File: src/verilog/analyzer_regs_pkg.sv
/*
 Constants, register indices and carrier types of the analyzer register bank.
 Assumes a 200 MHz bus clock and measurement codes in the raw register form.
*/
// Function
// - Plain unsigned registers are full 16-bit values 0 to 65535, unscaled.
// - Settings bits 0 to 2 enable field calibration for phases one to three.
// - Settings bit 5 clamps the displayed gas reading to 0..100 percent.
// - Settings bit 6 selects fault output level: 0 low, 1 high.
// - Units bits 3:2 pick pressure unit: psia, bar absolute, kilopascal.
// - Units bits 4 to 6 pick per-phase calibration: offset or two-gas.
// - Units bit 7 picks date order: 0 day first, 1 month first.
// - Units bits 13:11 name the external sensor quantity; 15:14 spare.
// - Table register bit 0 picks phase source: internal or current loop.
// - Table register bits 2:1 pick calibration table one, two or three.
// - One-decimal values are raw minus 20000, divided by ten.
// - Two-decimal values are raw 0..40000, minus 20000, over one hundred.
// - Signed integers are raw minus 32767.
// - Clock words read two bytes; writes use only the low byte.
// - Status bit 1 marks gas reading outside calibrated range.
// - Status bit 4 marks phase current below 3.2 or above 21.4 mA.
// - Status bit 5 marks sensor current outside 3.2 to 21.4 mA.
// - Status bit 6 stays set until cell stable 0.1 degrees for 15 min.
// - Status bit 7 marks cell temperature below -50 or above 80 degrees.
// - Status bit 9 marks conductivity reading at most 1 or above 8191.
// - Status bit 10 marks board temperature above cell setpoint.
// - Alarm register holds six 2-bit types: off, low, high.
package analyzer_regs_pkg;
   // ============================================================
   // Register indices (byte address is four times the index)
   localparam logic [7:0] IDX_SETTINGS = 8'h01;
   localparam logic [7:0] IDX_DISPLAY = 8'h02;
   localparam logic [7:0] IDX_UNITS = 8'h03;
   localparam logic [7:0] IDX_CALTAB = 8'h31;
   localparam logic [7:0] IDX_ALARM_CFG = 8'h43;
   localparam logic [7:0] IDX_SET_HRS = 8'h52;
   localparam logic [7:0] IDX_SET_YEAR = 8'h56;
   localparam logic [7:0] IDX_STATUS = 8'h5C;
   localparam logic [7:0] IDX_RTC_HM = 8'h5D;
   localparam logic [7:0] IDX_RTC_SD = 8'h5E;
   localparam logic [7:0] IDX_RTC_MY = 8'h5F;
   localparam logic [7:0] IDX_ALARM_SP1 = 8'h64;
   localparam logic [7:0] IDX_ALARM_SP2 = 8'h65;
   // ============================================================
   // Reset values
   localparam logic [15:0] RST_SETTINGS = 16'h0000;
   localparam logic [15:0] RST_DISPLAY = 16'h0000;
   localparam logic [15:0] RST_UNITS = 16'h0000;
   localparam logic [15:0] RST_CALTAB = 16'h0000;
   localparam logic [15:0] RST_ALARM_CFG = 16'h0000;
   localparam logic [15:0] RST_ALARM_SP = 16'h4E20;
   localparam logic [15:0] RST_STATUS = 16'h0040;
   // ============================================================
   // Field positions
   localparam int B_CLAMP = 5;
   localparam int B_FAULT_HI = 6;
   localparam int B_PHASE_EXT = 0;
   localparam int B_DATE_MDY = 7;
   localparam int S_HSR = 0;
   localparam int S_RANGE = 1;
   localparam int S_ALM_LO = 2;
   localparam int S_ALM_HI = 3;
   localparam int S_PH_ERR = 4;
   localparam int S_EXT_ERR = 5;
   localparam int S_UNSTABLE = 6;
   localparam int S_CELL_ERR = 7;
   localparam int S_TC_ERR = 9;
   localparam int S_PCB_HOT = 10;
   localparam int S_PHASE0 = 11;
   localparam int S_BLIND = 14;
   localparam logic [1:0] ALM_LOW = 2'h1;
   localparam logic [1:0] ALM_HIGH = 2'h2;
   // ============================================================
   // Encoding offsets and limits in raw codes
   localparam logic [17:0] OFS_DEC = 18'h04E20;
   localparam logic [15:0] OFS_INT = 16'h7FFF;
   localparam logic [15:0] GAS_0PCT = 16'h4E20;
   localparam logic [15:0] GAS_100PCT = 16'h7530;
   localparam logic [15:0] MA_MIN = 16'h4E40;
   localparam logic [15:0] MA_MAX = 16'h4EF6;
   localparam logic [15:0] CELL_MIN = 16'h4C2C;
   localparam logic [15:0] CELL_MAX = 16'h5140;
   localparam logic [17:0] CELL_TOL = 18'h00001;
   localparam logic [15:0] TC_MIN = 16'h0001;
   localparam logic [15:0] TC_MAX = 16'h1FFF;
   // ============================================================
   // Timing
   localparam longint STABLE_MIN = 15;
   localparam longint CLK_HZ = 200000000;
   localparam longint STABLE_CYC = STABLE_MIN * 60 * CLK_HZ;
   localparam int CNT_W = 40;

   typedef struct packed {
      logic [15:0] gas;
      logic [15:0] range_lo;
      logic [15:0] range_hi;
      logic [15:0] ma_phase;
      logic [15:0] ma_ext;
      logic [15:0] cell_t;
      logic [15:0] cell_sp;
      logic [15:0] board_t;
      logic [15:0] vcomp;
      logic [1:0] phase_ext;
      logic high_sensitivity_range;
      logic blind;
   } meas_t;

   typedef struct packed {
      logic [7:0] hrs;
      logic [7:0] min;
      logic [7:0] sec;
      logic [7:0] day;
      logic [7:0] month;
      logic [7:0] year;
   } rtc_t;

   typedef struct packed {
      logic [2:0] field_cal_en;
      logic [2:0] field_cal_two_gas;
      logic fault_level_high;
      logic [1:0] temp_unit;
      logic [1:0] press_unit;
      logic date_mdy;
      logic [2:0] ext_quantity;
      logic phase_src_ext;
      logic [1:0] cal_table;
      logic [7:0] brightness;
      logic [7:0] contrast;
      logic [11:0] alarm_types;
   } cfg_t;

   typedef struct packed {
      logic [7:0] idx;
      logic wr;
      logic [15:0] settings;
      logic [15:0] display;
      logic [15:0] units;
      logic [15:0] caltab;
      logic [15:0] alarm_cfg;
      logic [1:0][15:0] alarm_sp;
      logic [15:0] status;
      logic [CNT_W-1:0] stable_cnt;
      logic [15:0] disp_gas;
      logic [31:0] rdata;
      logic [2:0] rtc_sel;
      logic [7:0] rtc_val;
      logic rtc_stb;
   } state_t;
endpackage : analyzer_regs_pkg
File: src/verilog/analyzer_regs.sv
/*
 Analyzer register bank: AHB-Lite slave, configuration fields, status flags.
 Assumes measurement inputs come from logic on hclk, in raw register codes.
*/
// Implementation choices: register access over AHB-Lite and the register offsets.
module analyzer_regs #(
   parameter longint STABLE_CYCLES = analyzer_regs_pkg::STABLE_CYC
) (
   // Bus clock and reset
   input wire logic hclk,
   input wire logic hresetn,
   // AHB-Lite slave
   input wire logic hsel,
   input wire logic [31:0] haddr,
   input wire logic [1:0] htrans,
   input wire logic hwrite,
   input wire logic [2:0] hsize,
   input wire logic [31:0] hwdata,
   input wire logic hready,
   output logic hreadyout,
   output logic hresp,
   output logic [31:0] hrdata,
   // Measurement side
   input wire analyzer_regs_pkg::meas_t meas,
   input wire analyzer_regs_pkg::rtc_t rtc,
   output analyzer_regs_pkg::cfg_t cfg,
   output logic [15:0] display_gas,
   output logic [15:0] status,
   output logic rtc_set_stb,
   output logic [2:0] rtc_set_sel,
   output logic [7:0] rtc_set_val
);
   if (STABLE_CYCLES < 1 ||
       STABLE_CYCLES >= (64'h1 << analyzer_regs_pkg::CNT_W)) begin : g_bad_cnt
      $error("STABLE_CYCLES does not fit the counter");
   end

   localparam logic [analyzer_regs_pkg::CNT_W-1:0] STABLE_N =
      analyzer_regs_pkg::CNT_W'(STABLE_CYCLES);

   analyzer_regs_pkg::state_t s_q;
   analyzer_regs_pkg::state_t s_d;

   // ============================================================
   // Measurement checks
   logic out_range;
   logic ph_err;
   logic ext_err;
   logic cell_err;
   logic tc_err;
   logic pcb_hot;
   logic in_band;
   logic [17:0] sp_raw;
   logic [16:0] pcb_lim;
   logic [1:0] phase;
   logic [2:0] phase_oh;
   logic alm_lo;
   logic alm_hi;
   logic [1:0] atype;
   logic addr_ok;

   always_comb begin
      out_range = meas.gas < meas.range_lo ||
                  meas.gas > meas.range_hi;
      ph_err = meas.ma_phase < analyzer_regs_pkg::MA_MIN ||
               meas.ma_phase > analyzer_regs_pkg::MA_MAX;
      ext_err = meas.ma_ext < analyzer_regs_pkg::MA_MIN ||
                meas.ma_ext > analyzer_regs_pkg::MA_MAX;
      cell_err = meas.cell_t < analyzer_regs_pkg::CELL_MIN ||
                 meas.cell_t > analyzer_regs_pkg::CELL_MAX;
      tc_err = meas.vcomp <= analyzer_regs_pkg::TC_MIN ||
               meas.vcomp > analyzer_regs_pkg::TC_MAX;
      // Signed integer board temp against integer setpoint
      pcb_lim = {1'b0, analyzer_regs_pkg::OFS_INT} +
                {1'b0, meas.cell_sp};
      pcb_hot = {1'b0, meas.board_t} > pcb_lim;
      // Setpoint in one-decimal raw form
      sp_raw = analyzer_regs_pkg::OFS_DEC +
               18'(meas.cell_sp * 18'd10);
      in_band = {2'b00, meas.cell_t} + analyzer_regs_pkg::CELL_TOL
                   >= sp_raw &&
                {2'b00, meas.cell_t} <= sp_raw +
                   analyzer_regs_pkg::CELL_TOL;
      // Active phase from selected source
      if (s_q.caltab[analyzer_regs_pkg::B_PHASE_EXT]) begin
         phase = meas.phase_ext;
      end else begin
         phase = s_q.caltab[2:1];
      end
      if (phase == 2'd3) begin
         phase = 2'd0;
      end
      phase_oh = 3'(3'b001 << phase);
      alm_lo = 1'b0;
      alm_hi = 1'b0;
      for (int k = 0; k < 2; k++) begin
         atype = s_q.alarm_cfg[(k * 6 + 2 * phase) +: 2];
         if (atype == analyzer_regs_pkg::ALM_LOW &&
             meas.gas < s_q.alarm_sp[k]) begin
            alm_lo = 1'b1;
         end
         if (atype == analyzer_regs_pkg::ALM_HIGH &&
             meas.gas > s_q.alarm_sp[k]) begin
            alm_hi = 1'b1;
         end
      end
   end

   // ============================================================
   // Next state
   always_comb begin
      s_d = s_q;
      s_d.rtc_stb = 1'b0;
      // Address phase: latch index, fetch read word
      addr_ok = hsel && hready && htrans[1];
      s_d.wr = addr_ok && hwrite;
      if (addr_ok) begin
         s_d.idx = haddr[9:2];
         s_d.rdata = 32'h0000_0000;
         case (haddr[9:2])
            analyzer_regs_pkg::IDX_SETTINGS:
               s_d.rdata[15:0] = s_q.settings;
            analyzer_regs_pkg::IDX_DISPLAY:
               s_d.rdata[15:0] = s_q.display;
            analyzer_regs_pkg::IDX_UNITS:
               s_d.rdata[15:0] = s_q.units;
            analyzer_regs_pkg::IDX_CALTAB:
               s_d.rdata[15:0] = s_q.caltab;
            analyzer_regs_pkg::IDX_ALARM_CFG:
               s_d.rdata[15:0] = s_q.alarm_cfg;
            analyzer_regs_pkg::IDX_ALARM_SP1:
               s_d.rdata[15:0] = s_q.alarm_sp[0];
            analyzer_regs_pkg::IDX_ALARM_SP2:
               s_d.rdata[15:0] = s_q.alarm_sp[1];
            analyzer_regs_pkg::IDX_STATUS:
               s_d.rdata[15:0] = s_q.status;
            analyzer_regs_pkg::IDX_RTC_HM:
               s_d.rdata[15:0] = {rtc.hrs, rtc.min};
            analyzer_regs_pkg::IDX_RTC_SD:
               s_d.rdata[15:0] = {rtc.sec, rtc.day};
            analyzer_regs_pkg::IDX_RTC_MY:
               s_d.rdata[15:0] = {rtc.month, rtc.year};
            default:
               s_d.rdata = 32'h0000_0000;
         endcase
      end
      // Data phase: commit write, full 16-bit register values, low byte for clock sets
      if (s_q.wr) begin
         case (s_q.idx)
            analyzer_regs_pkg::IDX_SETTINGS:
               s_d.settings = hwdata[15:0];
            analyzer_regs_pkg::IDX_DISPLAY:
               s_d.display = hwdata[15:0];
            analyzer_regs_pkg::IDX_UNITS:
               s_d.units = hwdata[15:0];
            analyzer_regs_pkg::IDX_CALTAB:
               s_d.caltab = hwdata[15:0];
            analyzer_regs_pkg::IDX_ALARM_CFG:
               s_d.alarm_cfg = hwdata[15:0];
            analyzer_regs_pkg::IDX_ALARM_SP1:
               s_d.alarm_sp[0] = hwdata[15:0];
            analyzer_regs_pkg::IDX_ALARM_SP2:
               s_d.alarm_sp[1] = hwdata[15:0];
            default: begin
               if (s_q.idx >= analyzer_regs_pkg::IDX_SET_HRS &&
                   s_q.idx <= analyzer_regs_pkg::IDX_SET_YEAR) begin
                  s_d.rtc_stb = 1'b1;
                  s_d.rtc_sel = 3'(s_q.idx -
                                   analyzer_regs_pkg::IDX_SET_HRS);
                  s_d.rtc_val = hwdata[7:0];
               end
            end
         endcase
      end
      // Stability timer restarts whenever the cell leaves the band
      if (!in_band) begin
         s_d.stable_cnt = '0;
      end else if (s_q.stable_cnt < STABLE_N) begin
         s_d.stable_cnt = s_q.stable_cnt + 1'b1;
      end
      // Status rebuilt every cycle, never written by the host
      s_d.status = 16'h0000;
      s_d.status[analyzer_regs_pkg::S_HSR] = meas.high_sensitivity_range;
      s_d.status[analyzer_regs_pkg::S_RANGE] = out_range;
      s_d.status[analyzer_regs_pkg::S_ALM_LO] = alm_lo;
      s_d.status[analyzer_regs_pkg::S_ALM_HI] = alm_hi;
      s_d.status[analyzer_regs_pkg::S_PH_ERR] = ph_err;
      s_d.status[analyzer_regs_pkg::S_EXT_ERR] = ext_err;
      s_d.status[analyzer_regs_pkg::S_UNSTABLE] =
         !in_band || s_q.stable_cnt < STABLE_N;
      s_d.status[analyzer_regs_pkg::S_CELL_ERR] = cell_err;
      s_d.status[analyzer_regs_pkg::S_TC_ERR] = tc_err;
      s_d.status[analyzer_regs_pkg::S_PCB_HOT] = pcb_hot;
      s_d.status[analyzer_regs_pkg::S_PHASE0 +: 3] = phase_oh;
      s_d.status[analyzer_regs_pkg::S_BLIND] = meas.blind;
      // Displayed reading, clamped to 0..100 percent when enabled
      s_d.disp_gas = meas.gas;
      if (s_q.settings[analyzer_regs_pkg::B_CLAMP]) begin
         if (meas.gas < analyzer_regs_pkg::GAS_0PCT) begin
            s_d.disp_gas = analyzer_regs_pkg::GAS_0PCT;
         end else if (meas.gas > analyzer_regs_pkg::GAS_100PCT) begin
            s_d.disp_gas = analyzer_regs_pkg::GAS_100PCT;
         end
      end
   end

   always_ff @(posedge hclk or negedge hresetn) begin
      if (!hresetn) begin
         s_q <= '0;
         s_q.settings <= analyzer_regs_pkg::RST_SETTINGS;
         s_q.display <= analyzer_regs_pkg::RST_DISPLAY;
         s_q.units <= analyzer_regs_pkg::RST_UNITS;
         s_q.caltab <= analyzer_regs_pkg::RST_CALTAB;
         s_q.alarm_cfg <= analyzer_regs_pkg::RST_ALARM_CFG;
         s_q.alarm_sp <= {2{analyzer_regs_pkg::RST_ALARM_SP}};
         s_q.status <= analyzer_regs_pkg::RST_STATUS;
         s_q.disp_gas <= analyzer_regs_pkg::GAS_0PCT;
      end else begin
         s_q <= s_d;
      end
   end

   // ============================================================
   // Outputs
   assign hreadyout = 1'b1;
   assign hresp = 1'b0;
   assign hrdata = s_q.rdata;
   assign display_gas = s_q.disp_gas;
   assign status = s_q.status;
   assign rtc_set_stb = s_q.rtc_stb;
   assign rtc_set_sel = s_q.rtc_sel;
   assign rtc_set_val = s_q.rtc_val;
   assign cfg.field_cal_en = s_q.settings[2:0];
   assign cfg.fault_level_high =
      s_q.settings[analyzer_regs_pkg::B_FAULT_HI];
   assign cfg.temp_unit = s_q.units[1:0];
   assign cfg.press_unit = s_q.units[3:2];
   assign cfg.field_cal_two_gas = s_q.units[6:4];
   assign cfg.date_mdy = s_q.units[analyzer_regs_pkg::B_DATE_MDY];
   assign cfg.ext_quantity = s_q.units[13:11];
   assign cfg.phase_src_ext = s_q.caltab[0];
   assign cfg.cal_table = s_q.caltab[2:1];
   assign cfg.brightness = s_q.display[15:8];
   assign cfg.contrast = s_q.display[7:0];
   assign cfg.alarm_types = s_q.alarm_cfg[11:0];
endmodule : analyzer_regs

File: config.mk
export PLATFORM = sky130hd
export DESIGN_NAME = analyzer_regs
export DESIGN_NICKNAME = d
export VERILOG_FILES = /design/src/verilog/analyzer_regs_pkg.sv /design/src/verilog/analyzer_regs.sv
export SDC_FILE = /design/constraint.sdc
export NUM_CORES = 1
export LEC_CHECK = 0
export ABC_AREA = 1
export BUFFER_PORTS_ARGS = -buffer_cell sky130_fd_sc_hd__buf_2
export CORE_MARGIN = 2
export CORE_UTILIZATION = 43
export DETAILED_ROUTE_END_ITERATION = 10
export GPL_TIMING_DRIVEN = 0
export PLACE_DENSITY = 0.77
export REMOVE_ABC_BUFFERS = 1
export SYNTH_ARGS = -nofsm -noshare
export SYNTH_HDL_FRONTEND = slang
export SYNTH_SLANG_ARGS = --single-unit
File: constraint.sdc
create_clock -name hclk -period 5.3 [get_ports hclk]
set_clock_uncertainty 0.2 [all_clocks]
set_input_delay 0.53 -clock hclk [delete_from_list [all_inputs] [get_ports hclk]]
set_output_delay 0.53 -clock hclk [all_outputs]
set_load 0.005 [all_outputs]
==> run_results.csv <==
group,metric,value,unit
die,die-area,38300,µm²
critical_path,endpoint_kind,"flip-flop",
power,power_frac_seq,0.409,
die,coreArea,36300,µm²
outcome,outcome,"completed",
route,drtAntennaViolNets,0,
critical_path,worst_setup_path_start_kind,"input pin",
route,wirelength,49300,µm
timing,rsz0062_at_grt,"no",
grt,grt_max_degree,87,
place,hpwl,38800,µm
worst_hold_path,min_path_type,"input pin to flip-flop",
grt,grt_antenna_before_repair,7,
timing,final-setup-viol-count,0,
yosys,syn_area_per_cell,7.62,µm²
yosys,ys_seq_area_frac,0.348,
route,routed.top_layer,"met5",
route,wl_met3,3340,µm
die,die_w,196,µm
place,place_congestion,0.919,
critical_path,critPathRequiredTime,5530,ps
clocking,clk_latency,520,ps
final_layout,area_delta_synth_final,14.0,%
route,route.detailed.drc,0,
grt,grt.overflow.total,0,
yosys,ys.flop_type,"dfrtp_1",
clocking,cts_max_level,1,
critical_path,path_class,"input pin to flip-flop",
critical_path,r2r-start,"cfg[30]$_DFFE_PN0P_",
route,dr.pass1.iters,5,
route,drtIter0Drc,1046,
worst_hold_path,whs_endpoint,"s_q[228]$_DFF_PN0_",
worst_hold_path,min_path_cells,3,
power,combPwrFrac,0.233,
power,power_density,253,nW/µm²
power,vdd_ir_drop_max,0.178,mV
final_layout,fill_cells,3446,
yosys,synthCells,2073,
timing,timing.fmax,219,MHz
die,io_pins,394,
power,power.leakage,9.84,nW
yosys,syn_area,15800,µm²
clocking,numCtsBuffers,23,
route,viasPerCell,5.33,
yosys,async_reset_ff_frac,1.00,
yosys,synth_edf_count,0,
run,drv_cap,0,
route,avgRoutedWirePerCell,17.7,µm
yosys,ys_warn_count,0,
die,placementRows,70,
grt,grtUsageTotal,0.255,
route,vias,14800,
clocking,clockRootBuffer,"clkbuf_16",
clocking,cts_tree,"built",
final_layout,drive_above_1_share,0.194,
critical_path,reg2reg_slack,2410,ps
clocking,cts.clk_slew.worst_paths,60,ps
critical_path,worstPathArrival,4800,ps
clocking,clock_sink_count,219,
timing,fin_crit,4570,ps
timing,fin_crit_sh,0.863,
critical_path,reg2regPathDepth,6,
grt,grt_pass1_wl,77500,µm
clocking,cts.path.max_buffers,3,
route,wl_met1,19900,µm
critical_path,rr_endpoint,"status[2]$_DFF_PN0_",
timing,max_slew_margin,0.0845,
worst_hold_path,min_from,"hwrite",
yosys,yosys_register_bits,219,
die,chipHeight,196,µm
timing,finalHoldViolCount,0,
route,dr_wl_met2,24100,µm
timing,whs,40.5,ps
power,p_switching,1.42,mW
timing,worstMarginPinSlew,1370,ps
place,numPortBuffers,328,
critical_path,crit_fanout,40,
timing,report.final.slew_viol_count,0,
final_layout,fin_util,0.495,
yosys,synth_cell_types,53,
power,p_int,3.14,mW
power,clock_power_share,0.359,
final_layout,final_nets,2711,
power,p_sw_frac,0.311,
grt,grt_pass1_vias,14800,
die,start_util,0.434,
-- cell usage in the layout, fill, tap and decap left out, types with 9 or more instances in the layout --
cell type,instances
ha_1,147
conb_1,20
a22o_1,10
inv_1,268
nand3_1,88
nand2_1,465
dfstp_2,16
nor3_1,36
nor4_1,15
a221oi_1,20
clkbuf_16,23
dfrtp_1,203
nor2_2,33
o21ai_0,172
buf_2,327
nand4_1,48
xor2_1,41
xnor2_1,15
a21oi_1,65
nor2_1,155
a311oi_1,9
o22ai_1,21
-- kinds of logic after synthesis --
kind of cell | after synthesis | synth area share
xor gates and xnor gates | 56 | 0.0311
buffers and inverters | 436 | 0.135
adders and majority gates | 149 | 0.119
and+or+nand+nor | 873 | 0.240
other | 2 | 0.000476
AOI/OAI and AO/OA | 338 | 0.126
DFF | 219 | 0.348
-- timing repair --
item / CTS / global route
hold buffers: 5 / 0
hold endpoints to repair: 51 / 0
buffers inserted: 0 / 0
gates resized for setup: 0 / 0
-- worst max path at each step --
stage | endpoint | start | cells past startpoint | slack (ps)
CTS | s_q[71]$_DFFE_PN0P_ | meas[39] | 23 | 730
global placement | status[9]$_DFF_PN0_ | hresetn | 1 | -180
global route | s_q[71]$_DFFE_PN0P_ | meas[39] | 23 | 350
finish | s_q[71]$_DFFE_PN0P_ | meas[39] | 23 | 730
floorplan | s_q[79]$_DFFE_PN0P_ | meas[37] | 22 | 1120
detailed placement | s_q[71]$_DFFE_PN0P_ | meas[39] | 23 | 200
-- metal layers --
metal / track usage / up-vias
met5: 0 / -
li1: - / 7160
met4: 0.0961 / 6
met1: 0.303 / 7010
met2: 0.459 / 540
met3: 0.0446 / 102
-- synth_stat cells (all sizes together) (20+ instances only) --
| cell type | count | area share |
|---|---|---|
| a21oi | 66 | 0.021 |
| a221oi | 20 | 0.011 |
| buf | 131 | 0.063 |
| clkbuf | 36 | 0.0086 |
| dfrtp | 203 | 0.32 |
| ha | 147 | 0.12 |
| inv | 268 | 0.064 |
| nand2 | 471 | 0.11 |
| nand3 | 93 | 0.031 |
| nand4 | 49 | 0.020 |
| nor2 | 188 | 0.049 |
| nor3 | 39 | 0.013 |
| o21ai | 172 | 0.055 |
| o22ai | 21 | 0.0083 |
| xor2 | 41 | 0.023 |
-- power groups by stage --
stage,registers [mW],clock network [mW],logic (mW)
final,1.86,1.63,1.06
after CTS,1.86,1.66,1.06
after detailed placement,1.89,0,1.06
after floorplan,1.88,0,0.631
after global placement,1.89,0,1.01
after global routing,1.87,1.72,1.21
-- critical path, cell delays in order --
cell and delay [ps]:
buf_2 140, ha_1 280, ha_1 270, fa_1 440, xnor2_1 190, inv_1 70
ha_1 220, nand3_1 150, nand4_1 170, nand2_1 130, nand2_2 70, xor2_1 170
ha_1 320, nand2_1 110, nor2_1 100, nand2_1 60, nor3_1 260, a211oi_1 70
nand2_1 80, nand2_1 50, nand2_1 110, nand3_4 500, nor2_2 270
-- flip-flops by register name, indices dropped and copies added (netlist names) --
signal	count
hrdata	16
cfg	46
status	14
rtc_set_stb	1
rtc_set_sel	3
s_q	115
rtc_set_val	8
display_gas	16
-- through the flow --
step	setup WS (ps)	area, µm²	setup TNS (ps)	cells	total power, mW
after floorplan	1120	14700	0	1924	2.51
after global placement	-176	17000	-30990	2720	2.89
after detailed placement	196	17200	0	2730	2.94
after CTS	731	18000	0	2776	4.58
after global routing	352	18000	0	2776	4.81
final	728	18000	0	2779	4.56
-- final cells by class --
cell class,count,area [µm²],area share
Clock inverter,8,97.6,0.00542
Multi-Input combinational cell,1436,8260,0.459
Inverter,269,1010,0.0561
Sequential cell,219,5500,0.306
Clock buffer,33,653,0.0363
Timing Repair Buffer,343,1880,0.105
Tap cell,468,586,0.0325
Antenna cell,3,7.51,0.000417
No activity file was read; power rests on OpenSTA's default activity.
